<file path="src/verilog/irq_enable_pkg.sv">
// Purpose: constants and types for the interrupt enable register block
// Assumes: apb slave, 32-bit data, one aligned word per register
// Notes: register offsets are local choices
//
// Behaviour
// - First enable bits 15, 14, 13 are read/write and reset to 0.
// - First enable bits 4..0 are read/write and bits 12..5 read 0.
// - Third enable bit 14 is a read/write calendar enable, reset 0.
// - An enable bit at 1 lets its peripheral request through.
// - An enable bit at 0 blocks its peripheral request.
// - Third enable bits 15 and 13..0 read 0 and ignore writes.
package irq_enable_pkg;
  // ****************************************
  // register map
  // ****************************************
  localparam logic [7:0] OFFS_ENABLE_FIRST = 8'h00;
  localparam logic [7:0] OFFS_ENABLE_THIRD = 8'h04;
  localparam logic [15:0] MASK_ENABLE_FIRST = 16'hE01F;
  localparam logic [15:0] MASK_ENABLE_THIRD = 16'h4000;
  localparam logic [15:0] RESET_ENABLE = 16'h0000;
  localparam int POS_UART_B_TX = 15;
  localparam int POS_UART_B_RX = 14;
  localparam int POS_EXT_PIN_B = 13;
  localparam int POS_EXT_PIN_A = 4;
  localparam int POS_PIN_CHANGE = 3;
  localparam int POS_COMPARATOR = 2;
  localparam int POS_I2C_MASTER = 1;
  localparam int POS_I2C_SLAVE = 0;
  localparam int POS_CALENDAR = 14;

  // ****************************************
  // types
  // ****************************************
  typedef struct packed {
    logic uart_b_tx;
    logic uart_b_rx;
    logic ext_pin_b;
    logic ext_pin_a;
    logic pin_change;
    logic comparator;
    logic i2c_master_event;
    logic i2c_slave_event;
    logic calendar_clock;
  } irq_vec_t;

  typedef struct packed {
    logic [31:0] prdata;
    logic pready;
    logic pslverr;
  } apb_resp_t;
endpackage

</file>
<file path="src/verilog/irq_enable_regs.sv">
// Purpose: two interrupt enable registers gating peripheral requests
// Assumes: flags held elsewhere; peripheral flags are on pclk
// Notes: zero wait state apb; unmapped address answers pslverr
`timescale 1ns/1ps
module irq_enable_regs
  import irq_enable_pkg::*;
(
  input wire logic pclk,
  input wire logic presetn,
  input wire logic psel,
  input wire logic penable,
  input wire logic pwrite,
  input wire logic [7:0] paddr,
  input wire logic [31:0] pwdata,
  input wire logic [3:0] pstrb,
  output logic [31:0] prdata,
  output logic pready,
  output logic pslverr,
  input wire irq_vec_t irq_flag,
  output irq_vec_t irq_req
);
  // ****************************************
  // register state
  // ****************************************
  logic [15:0] enable_first_r, enable_first_nxt;
  logic [15:0] enable_third_r, enable_third_nxt;
  apb_resp_t resp_r, resp_nxt;
  irq_vec_t req_r, req_nxt;
  logic setup;
  logic hit_first;
  logic hit_third;
  logic [15:0] wdata16;
  localparam int NUM_REQ = $bits(irq_vec_t);
  logic access;
  logic wr_commit;
  logic miss;
  logic [31:0] rd_word;
  logic [15:0] first_wmask;
  logic [15:0] third_wmask;
  logic [15:0] first_view;
  logic [15:0] third_view;
  logic [NUM_REQ-2:0] gate_first;
  logic gate_third;
  logic [NUM_REQ-1:0] flag_vec;
  logic [NUM_REQ-1:0] gate_vec;
  logic [NUM_REQ-1:0] req_vec_nxt;

  // ****************************************
  // helpers
  // ****************************************

  // byte lanes 0 and 1 carry the 16-bit register
  function automatic logic [15:0] lane_mask(
      input logic [3:0] strb
  );
    lane_mask = {{8{strb[1]}}, {8{strb[0]}}};
  endfunction

  // a lane left low keeps its old byte
  function automatic logic [15:0] merge(
      input logic [15:0] old,
      input logic [15:0] wd,
      input logic [15:0] m
  );
    merge = (old & ~m) | (wd & m);
  endfunction

  // bits 31:16 always read 0, and a miss reads 0 as well
  function automatic logic [31:0] read_word(
      input logic sel_first,
      input logic sel_third,
      input logic [15:0] first,
      input logic [15:0] third
  );
    read_word = 32'h00000000;
    if (sel_first) begin
      read_word = {16'h0000, first};
    end else if (sel_third) begin
      read_word = {16'h0000, third};
    end
  endfunction

  // ****************************************
  // access decode
  // ****************************************
  assign setup = psel & ~penable;
  assign access = psel & penable;
  // a write lands only on the edge that samples pready high
  assign wr_commit = access & resp_r.pready & pwrite;
  // exact decode: aliases would hide software address faults
  assign hit_first = paddr == OFFS_ENABLE_FIRST;
  assign hit_third = paddr == OFFS_ENABLE_THIRD;
  assign miss = ~(hit_first | hit_third);
  // lanes 2 and 3 have nothing to write
  assign wdata16 = pwdata[15:0];

  // ****************************************
  // write masks
  // ****************************************
  // unimplemented bits are masked out, so writes to them are lost
  assign first_wmask = lane_mask(pstrb) & MASK_ENABLE_FIRST;
  assign third_wmask = lane_mask(pstrb) & MASK_ENABLE_THIRD;

  // ****************************************
  // enable registers
  // ****************************************
  always_comb begin
    enable_first_nxt = enable_first_r;
    enable_third_nxt = enable_third_r;

    if (wr_commit && hit_first) begin
      enable_first_nxt = merge(enable_first_r, wdata16,
        first_wmask);
    end

    if (wr_commit && hit_third) begin
      enable_third_nxt = merge(enable_third_r, wdata16,
        third_wmask);
    end
  end

  always_ff @(posedge pclk or negedge presetn) begin
    if (!presetn) begin
      enable_first_r <= RESET_ENABLE;
      enable_third_r <= RESET_ENABLE;
    end else begin
      enable_first_r <= enable_first_nxt;
      enable_third_r <= enable_third_nxt;
    end
  end

  // ****************************************
  // read view
  // ****************************************
  // only implemented bits are ever seen by software
  assign first_view = enable_first_r & MASK_ENABLE_FIRST;
  assign third_view = enable_third_r & MASK_ENABLE_THIRD;
  assign rd_word = read_word(hit_first, hit_third, first_view, third_view);

  // ****************************************
  // apb response
  // ****************************************
  // answer prepared in setup so pready rises with penable
  always_comb begin
    resp_nxt = '0;
    if (setup) begin
      resp_nxt.pready = 1'b1;
      resp_nxt.pslverr = miss;
      if (!pwrite) begin
        resp_nxt.prdata = rd_word;
      end
    end
  end

  // reset clears the answer so no stale pready survives it
  always_ff @(posedge pclk or negedge presetn) begin
    if (!presetn) begin
      resp_r <= '0;
    end else begin
      resp_r <= resp_nxt;
    end
  end

  // ****************************************
  // request gating
  // ****************************************
  // enables are only read here, so the stored flags never change
  assign flag_vec = irq_flag;
  assign gate_first = {
    enable_first_r[POS_UART_B_TX],
    enable_first_r[POS_UART_B_RX],
    enable_first_r[POS_EXT_PIN_B],
    enable_first_r[POS_EXT_PIN_A],
    enable_first_r[POS_PIN_CHANGE],
    enable_first_r[POS_COMPARATOR],
    enable_first_r[POS_I2C_MASTER],
    enable_first_r[POS_I2C_SLAVE]
  };
  assign gate_third = enable_third_r[POS_CALENDAR];
  // field order of irq_vec_t, calendar clock last
  assign gate_vec = {gate_first, gate_third};

  generate
    for (genvar i = 0; i < NUM_REQ; i++) begin : g_gate
      assign req_vec_nxt[i] = flag_vec[i] & gate_vec[i];
    end
  endgenerate

  // the cast relies on gate_vec following the struct field order
  always_comb begin
    req_nxt = irq_vec_t'(req_vec_nxt);
  end

  // a registered request costs one cycle but cannot glitch
  always_ff @(posedge pclk or negedge presetn) begin
    if (!presetn) begin
      req_r <= '0;
    end else begin
      req_r <= req_nxt;
    end
  end

  // ****************************************
  // outputs
  // ****************************************
  // every output comes straight from a flop
  assign prdata = resp_r.prdata;
  assign pready = resp_r.pready;
  assign pslverr = resp_r.pslverr;
  assign irq_req = req_r;
endmodule

</file>
<file path="config.mk">
export PLATFORM = sky130hd
export DESIGN_NAME = irq_enable_regs
export DESIGN_NICKNAME = d
export VERILOG_FILES = /design/src/verilog/irq_enable_pkg.sv /design/src/verilog/irq_enable_regs.sv
export SDC_FILE = /design/constraint.sdc
export NUM_CORES = 1
export LEC_CHECK = 0
export BUFFER_PORTS_ARGS = -buffer_cell sky130_fd_sc_hd__clkbuf_2
export CORE_MARGIN = 10
export CORE_UTILIZATION = 37
export DETAILED_ROUTE_END_ITERATION = 7
export PLACE_DENSITY_LB_ADDON = 0.12
export SLEW_MARGIN = 20
export SYNTH_ARGS = -nofsm -noshare
export SYNTH_HDL_FRONTEND = slang
export SYNTH_SLANG_ARGS = --single-unit
</file>
<file path="constraint.sdc">
create_clock -name pclk -period 1.5 [get_ports pclk]
set_input_delay 0.15 -clock pclk [delete_from_list [all_inputs] [get_ports pclk]]
set_output_delay 0.15 -clock pclk [all_outputs]
set_load 0.005 [all_outputs]
</file>
**Word level (Yosys, flattened, before mapping)**

Index checks and enable logic that the tools add are counted.

- Input port bits: 58
- Register bits: 75

- Bitwise operators: 24
- Reduce and logical (&&, ||, !) cells: 3
- Mux-type cells: 4
- Eq/ne operators: 1

Operators with widths:

| operator | count |
|---|---|
| $mux W32 | 2 |
| $and A16 B16 Y16 | 3 |
| $mux W34 | 1 |
| $or A16 B16 Y16 | 2 |
| $and A16 B15 Y16 | 1 |
| $not A15 Y16 | 1 |
| $not A16 Y16 | 1 |
| $mux W15 | 1 |
| $and A1 B1 Y1 | 13 |
| $eq A8 B3 Y1 const B | 1 |
| $logic_not A8 Y1 | 1 |
| $logic_and A1 B1 Y1 | 2 |
| $not A1 Y1 | 2 |
| $or A1 B1 Y1 | 1 |

**Longest topological paths before layout**

Gate-level depths: netlist of run 1.

- Depth after elaboration: 5
- Mapped depth: 4

**Worst setup path before layout of run 1**

Ideal clock, no wire load.

- Path kind: in2reg
- Start point: in paddr[5]
- End point: reg (tool-made name)
- Data arrival time: 1551 ps
- Slack: -175 ps
- Library setup time: 125 ps
- Stages on the path: 4
- Data required time: 1375 ps
- Path through: or4_1 -> buf_2 -> nor4_4 -> mux2_2

RTL lines:

| element | line | RTL |
|---|---|---|
| start: declaration | irq_enable_regs.sv:13 | `input wire logic [7:0] paddr,` |

==> impl_metrics.ini, run 1 <==
[setup_path]
rrSetupSlack_ns = 0.07
critPathLaunchType = flop
cp-startpoint = pready$_DFF_PN0_
critPathArrivalTime_ns = 1.65
worstSetupPathType = reg2reg
cp.required_ns = 1.72
reg2reg_depth = 5
crit_fanout = 5
endpoint_kind = flop
r2r_start = pready$_DFF_PN0_

[clocking]
clockBufferDepth = 2
numCtsBuffers = 3
cts.root.buffer_cell = clkbuf_4
insertion_delay_ns = 0.32
cts_htree_levels = 1
path_clk_slew_ns = 0.14
cts_tree = yes
numClockSinks = 28

[global_routing]
grt_pass1_wl_um = 4243
grt_pass1_vias = 962
grt_max_degree = 29
antenna_found_initial = 0
grt.total_usage_pct = 8.749
grt-ovfl-total = 0

[logic_synthesis]
yosys.cell_types.count = 18
synthCells = 95
netlist_area_sq_um = 1225
ys_seq_area_share_pct = 57.20
synth_top_area_cell = dfrtp_1
synthFlopType = dfrtp_1
synth_top_area_share_pct = 57.20
postSynth.asyncResetShare_pct = 100.0
syn_avg_cell_area_sq_um = 12.89
synth-seq-cells = 28
yosysWarnings = 0
yosys-top-cells-area = dfrtp_1, buf_4, mux2_2, and2_1, nor4_4
synth_edf_count = 0

[sta]
slew_headroom_pct = 55.85
fin_worst_skew_ns = 0.006802
post-route-period-util_pct = 95.02
max_clock_freq_mhz = 701.6
final.min_clock_period_ns = 1.425
slew_viol_final = 0
tightestPinTransition_ns = 0.6622
tns_ns = 0
setup_violations = 0
rsz0062_at_grt = yes
finalHoldViolations = 0

[drt]
wire_per_inst_um = 13.40
first_pass_iters = 2
ant_nets = 0
drcViolationCount = 0
dr_total_vias = 791
drtIter0Drc = 17
avgViaCountPerCell = 4.015
wirelength_um = 2639

[layout]
stdcell_area_sq_um = 1531
final_cell_mix = clkbuf_2, dfrtp_1, conb_1
nets = 212
antenna_cells = 0
fill_cells = 316
final_common_cell = clkbuf_2
layout-drive-gt1-share_pct = 47.06
final_util_pct = 49.35
syn2layout_area_growth_pct = 25.03

[floorplanning]
core_area_sq_um = 3103
die_area_sq_um = 6012
pin_count = 101
die_w_um = 77.54
std_cell_rows = 20
die_h_um = 77.54
start_util_pct = 39.48

[outcome]
status = complete, no violations

[power_and_ir_drop]
leakage_nw = 0.8749
power-per-cell-area_nw_per_um2 = 790.4
power_w = 0.001211
vdd_drop_max_uv = 334.5

[job]
cap_violations = 0

[hold_path]
min_path_type = in2reg
hold_depth = 2

[placement]
gp_congestion = 0.7047
dp_hpwl_um = 2230
portBuffers = 50
placed_cell_area_sq_um = 1464
layout make-up:
class / count / area (sq um) / share of cell area (%)
clock buffer: 4 / 36.28 / 2.369
multi-input combinational: 64 / 427.9 / 27.94
sequential: 28 / 700.7 / 45.75
tap: 44 / 55.05 / 3.595
timing repair buffer: 57 / 311.5 / 20.34
power breakdown:
group	total (W)	switching, W	leakage, nW	internal [W]
clock	0.000350	0.000202	0.0210	0.000148
combinational	0.000100	0.0000569	0.465	0.0000433
sequential	0.000760	0.00000171	0.389	0.000758
total	0.00121	0.000260	0.875	0.000950
worst max-delay path, cell delays in order (launching register included):
cell	delay (ns)
dfrtp_1	0.38
nand4_1	0.10
buf_6	0.15
nor4_4	0.19
buf_4	0.18
mux2_2	0.33
Yosys cell counts, types with 2 or more instances:
master / number
and2_1: 16
nor4_1: 3
dfrtp_1: 28
buf_4: 24
mux2_2: 9
nand2b_1: 2
nor4_4: 2
what timing repair did:
action | 4_1_cts | 5_1_grt
hold buffers | 2 | 0
buffers inserted | 1 | 0
gates resized for setup | 0 | 1
hold endpoints to repair | 29 | 0
endpoints found under the setup margin | 8 | 8
pin swaps | 1 | 1
how the worst min path moves through the flow:
stage | from | slack (ns) | end
after floorplan | presetn | -0.15 | async pin
after global placement | presetn | 0.21 | irq_req[8]$_DFF_PN0_
after detailed placement | presetn | 0.22 | irq_req[8]$_DFF_PN0_
after CTS | irq_flag[8] | 0.02 | irq_req[8]$_DFF_PN0_
after global routing | irq_flag[8] | 0.008 | irq_req[8]$_DFF_PN0_
final | irq_flag[1] | 0.03 | irq_req[1]$_DFF_PN0_
through the flow:
stage	std cells	hold slack, ns	setup slack (ns)
3_5_place_dp	190	0.2232	-0.1856
3_3_place_gp	190	0.2144	-0.1817
6_report	197	0.03381	0.07466
4_1_cts	197	0.02144	0.05509
2_1_floorplan	118	-0.1456	-0.06015
5_1_grt	197	0.008114	-0.009082
layer usage:
metal  wire length (um)  global-route usage (%)
met1               1129                   9.498
met2               1244                   14.63
met5                  0                       0
met4                 59                   5.474
met3                206                   2.650
cell families (layout without fill, tap and decap cells):
kind of cell,after synthesis,count (layout),share of synthesized area [%]
simple gates,29,29,17.37
flops,28,28,57.20
buf+inv,26,61,15.42
mux,10,10,9.091
other cells,1,24,0.3061
compound gates,1,1,0.6131
(Power assumes the default switching activity.)
==> run 2: changes to the inputs <==
- CORE_ASPECT_RATIO: default -> 1.2
==> run 2 against run 1 <==
  * Final cell count decreased by 3.0%
  * Register-to-register slack got worse by 0.04 ns
  * Global-route usage about the same
  * Fmax fell by 2.8%
==> impl_metrics.ini, run 2 (synthesis results as in run 1) <==
[clocking]
cts.root.buffer_cell = clkbuf_4
numCtsBuffers = 3
path_clk_slew_ns = 0.15
insertion_delay_ns = 0.32
cts_htree_levels = 1
numClockSinks = 28
cts_tree = yes
clockBufferDepth = 2

[layout]
antenna_cells = 0
syn2layout_area_growth_pct = 25.84
multi_input_area_sq_um = 439.2
layout-drive-gt1-share_pct = 48.39
final_util_pct = 49.56
final_cell_mix = clkbuf_2, dfrtp_1, conb_1
fill_cells = 293
nets = 214
final_common_cell = clkbuf_2
stdcell_area_sq_um = 1541
regArea_sq_um = 700.7

[floorplanning]
die_w_um = 72.53
die_area_sq_um = 6022
pin_count = 101
die_h_um = 83.03
start_util_pct = 39.38
core_area_sq_um = 3110
std_cell_rows = 22

[sta]
tns_ns = 0
final.min_clock_period_ns = 1.466
setup_slack_ns = 0.03370
tightestPinTransition_ns = 0.6684
slew_headroom_pct = 55.44
max_clock_freq_mhz = 682.0
rsz0062_at_grt = yes
setup_violations = 0
fin_worst_skew_ns = 0.006317
finalHoldViolations = 0
slew_viol_final = 0
post-route-period-util_pct = 97.75

[global_routing]
grt_pass1_wl_um = 4353
grt_max_degree = 29
grt.total_usage_pct = 8.754
grt_pass1_vias = 979
antenna_found_initial = 0
grt-ovfl-total = 0

[drt]
drcViolationCount = 0
first_pass_iters = 4
ant_nets = 0
avgViaCountPerCell = 4.283
wire_per_inst_um = 14.06
wirelength_um = 2686
drtIter0Drc = 31
dr_total_vias = 818

[placement]
pre_cts_ws_ns = -0.2138
dp_hpwl_um = 2203
gp_congestion = 0.7645
placed_cell_area_sq_um = 1461
portBuffers = 50

[setup_path]
critPathSlowestCell = dfrtp_1
crit_top_cell = buf_4
crit_fanout = 3
endpoint_kind = flop
worstSetupPathType = reg2reg
reg2reg_depth = 5
worstPathCellList = nand4_1 -> buf_4 -> nor4_4 -> buf_4 -> mux2_4
critPathMaxStageDelay_ns = 0.39
cp.required_ns = 1.72
critPathLaunchType = flop
critPathArrivalTime_ns = 1.69

[job]
cap_violations = 0

[power_and_ir_drop]
vdd_drop_max_uv = 443.2
power-per-cell-area_nw_per_um2 = 795.6
power_w = 0.001226
leakage_nw = 0.8865

[hold_path]
hold_depth = 2
min_path_type = in2reg

[outcome]
status = complete, no violations
## run 2: metal layers
layer  track usage, %  routed length (um)  vias up
met5                0                   0        -
met4            4.655                  41        0
met3            3.690                 351        2
met2            13.15                1155       54
met1            10.17                1137      377
li1                 -                   -      385
## run 2: what timing repair did
| action | 4_1_cts | 5_1_grt |
|---|---|---|
| endpoints found under the setup margin | 4 | 9 |
| hold buffers | 1 | 0 |
| resized for setup | 0 | 3 |
| buffers inserted | 0 | 3 |
| endpoints found under the hold margin | 28 | 0 |
| pin swaps | 2 | 3 |
## run 2: critical path: cells and delay by family (launching register included)
kind,cells,cell delay [ns]
flip-flops,1,0.39
buffers and inverters,2,0.35
multiplexers,1,0.29
AND/OR/NAND/NOR,2,0.32
## run 2: cell type report
type / instances / share of cell area [%]
clock buffers: 4 / 2.354
well taps: 36 / 2.922
multi-input cells: 64 / 28.49
repair buffers: 59 / 20.78
flip-flops and latches: 28 / 45.45
## run 2: worst paths after layout
kind	startpoint	end	slack (ns)
min in group asynchronous	presetn	prdata[3]$_DFF_PN0_	0.37
max in group asynchronous	presetn	async pin	0.70
worst max register to register	pready$_DFF_PN0_	flop	0.03
worst min register to register	flop	prdata[3]$_DFF_PN0_	0.51
worst min-delay path	penable	pready$_DFF_PN0_	0.003
worst max-delay path	pready$_DFF_PN0_	flop	0.03
## run 2: metrics by stage
stage | instances | hold WS [ns]
final | 191 | 0.002941
after floorplan | 118 | -0.1456
after global routing | 191 | 0.01338
after global placement | 183 | 0.2073
after CTS | 188 | 0.0002009
after detailed placement | 183 | 0.2231
## run 2: report_power, final
part / switching (W) / total, W / internal (W) / leakage, nW
clock: 0.000217 / 0.000365 / 0.000148 / 0.0210
sequential: 0.00000192 / 0.000761 / 0.000759 / 0.389
combinational: 0.0000573 / 0.000101 / 0.0000437 / 0.476
total: 0.000276 / 0.00123 / 0.000951 / 0.887
==> run 3: changes to the inputs <==
- ABC_CLOCK_PERIOD_IN_PS: default -> 1500
- CAP_MARGIN: default -> 20
- SETUP_SLACK_MARGIN: default -> 0.1
==> run 3 against run 2 <==
  * Critical path depth unchanged
  * Global-route usage is 0.15 points higher
  * First-iteration DRC count is 23% lower
  * Die area is the same
  * Critical path type unchanged
==> impl_metrics.ini, run 3 (synthesis results as in run 1) <==
[clocking]
cts.root.buffer_cell = clkbuf_4
cts_htree_levels = 1
clockBufferDepth = 2
cts_tree = yes
path_clk_slew_ns = 0.14
numCtsBuffers = 3
insertion_delay_ns = 0.31
numClockSinks = 28

[placement]
placed_cells = 184
dp_hpwl_um = 2176
pre_cts_ws_ns = -0.1578
portBuffers = 50
gp_congestion = 0.7348

[power_and_ir_drop]
power-per-cell-area_nw_per_um2 = 761.7
clkPwrFrac_pct = 28.8
pwr-share-seq_pct = 62.2
vdd_drop_max_uv = 352.7
leakage_nw = 0.9199
p_switching_w = 0.0002656
switching_share_pct = 21.72
p_int_w = 0.0009571
combPwrFrac_pct = 9.0

[sta]
setup_violations = 0
setup_slack_ns = 0.08239
rsz0062_at_grt = yes
timing.hold.ws_ns = 0.02742
slew_viol_final = 0
post-route-period-util_pct = 94.51
finalHoldViolations = 0
slew_headroom_pct = 55.36
tightestPinTransition_ns = 0.6696
max_clock_freq_mhz = 705.4
final.min_clock_period_ns = 1.418
fin_worst_skew_ns = 0.001017

[layout]
layout-drive-gt1-share_pct = 49.37
finalNonFillerCells = 194
final_util_pct = 51.61
final_common_cell = clkbuf_2
syn2layout_area_growth_pct = 31.05
antenna_cells = 0
nets = 217
fill_cells = 291
final_cell_mix = clkbuf_2, dfrtp_1, conb_1

[floorplanning]
die_h_um = 83.03
std_cell_rows = 22
die_w_um = 72.53
core_area_sq_um = 3110
die_area_sq_um = 6022
start_util_pct = 39.38
pin_count = 101

[drt]
drcViolationCount = 0
first_pass_iters = 2
drtIter0Drc = 24
wirelength_um = 2646
ant_nets = 0
wire_per_inst_um = 13.64
avgViaCountPerCell = 4.160
dr_total_vias = 807

[setup_path]
critPathMaxStageDelay_ns = 0.39
cp.required_ns = 1.72
cp_num_buf_inv = 2
critPathSlowestCell = dfrtp_1
reg2reg_depth = 5
worstPathCellList = nand4_1 -> buf_6 -> buf_4 -> nor4_4 -> mux2_4
r2r_start = pready$_DFF_PN0_
worstSetupPathType = reg2reg
crit_fanout = 3
critPathArrivalTime_ns = 1.63
endpoint_kind = flop
crit_cells = 5
rrSetupSlack_ns = 0.08
critPathLaunchType = flop
cp-startpoint = pready$_DFF_PN0_
critPathTopFamily = flip-flops

[outcome]
status = complete, no violations

[job]
cap_violations = 0

[global_routing]
grt_max_degree = 29
grt-ovfl-total = 0
grt_pass1_vias = 993
grt.total_usage_pct = 8.903
grt_pass1_wl_um = 4409
antenna_found_initial = 0

[hold_path]
min_path_type = in2reg
-- run 3: cell types whose count changed in the layout (fill, tap and decap cells not counted) --
cell,previous run,this run
buf_6,0,2
dlygate4sd3_1,1,2
or4_4,0,1
nor4_2,1,0
nor4_4,2,3
or4_1,1,0
mux2_4,3,8
mux2_2,6,1
-- run 3: power groups by stage --
stage | Combinational [W] | Sequential [W] | Clock [W]
after detailed placement | 0.0000981 | 0.000774 | 0
after CTS | 0.000106 | 0.000760 | 0.000373
after global routing | 0.000127 | 0.000761 | 0.000390
final | 0.000110 | 0.000760 | 0.000352
after global placement | 0.0000960 | 0.000774 | 0
after floorplan | 0.0000794 | 0.000775 | 0
-- run 3: area by class of cell --
class,count,area [sq um],area share (%)
Timing Repair Buffer,62,352.8,21.98
Clock buffer,4,36.28,2.260
Tap cell,36,45.04,2.806
Multi-Input combinational cell,64,470.5,29.31
Sequential cell,28,700.7,43.65
-- run 3: timing repair --
| item | CTS | global route |
|---|---|---|
| pin swaps | 3 | 0 |
| hold buffers | 2 | 0 |
| cloned | 0 | 0 |
| hold endpoints to repair | 29 | 0 |
| endpoints found under the setup margin | 9 | 9 |
| setup buffers | 2 | 2 |
| gates resized for setup | 5 | 3 |
-- run 3: how the worst min path moves through the flow --
stage                      startpoint                    to  cells past startpoint
after floorplan               presetn             async pin                      0
after global placement        presetn  irq_req[8]$_DFF_PN0_                      1
after detailed placement      presetn  irq_req[8]$_DFF_PN0_                      1
after CTS                 irq_flag[8]  irq_req[8]$_DFF_PN0_                      2
after global routing      irq_flag[5]  irq_req[5]$_DFF_PN0_                      2
final                     irq_flag[8]  irq_req[8]$_DFF_PN0_                      2
-- run 3: metal layers --
layer | routed length, um | track usage, % | vias to the layer above
met5 | 0 | 0 | -
met4 | 41 | 4.655 | 0
met3 | 286 | 3.929 | 2
met2 | 1274 | 14.33 | 47
met1 | 1043 | 9.408 | 370
li1 | - | - | 388
-- run 3: metrics by stage --
stage                     total power [W]  instance area [sq um]  setup TNS (ns)
after floorplan                 0.0008541                   1349         -0.2312
after CTS                        0.001239                   1574               0
after global placement          0.0008704                   1484          -1.649
final                            0.001223                   1605               0
after detailed placement        0.0008724                   1484          -1.775
after global routing             0.001278                   1605               0
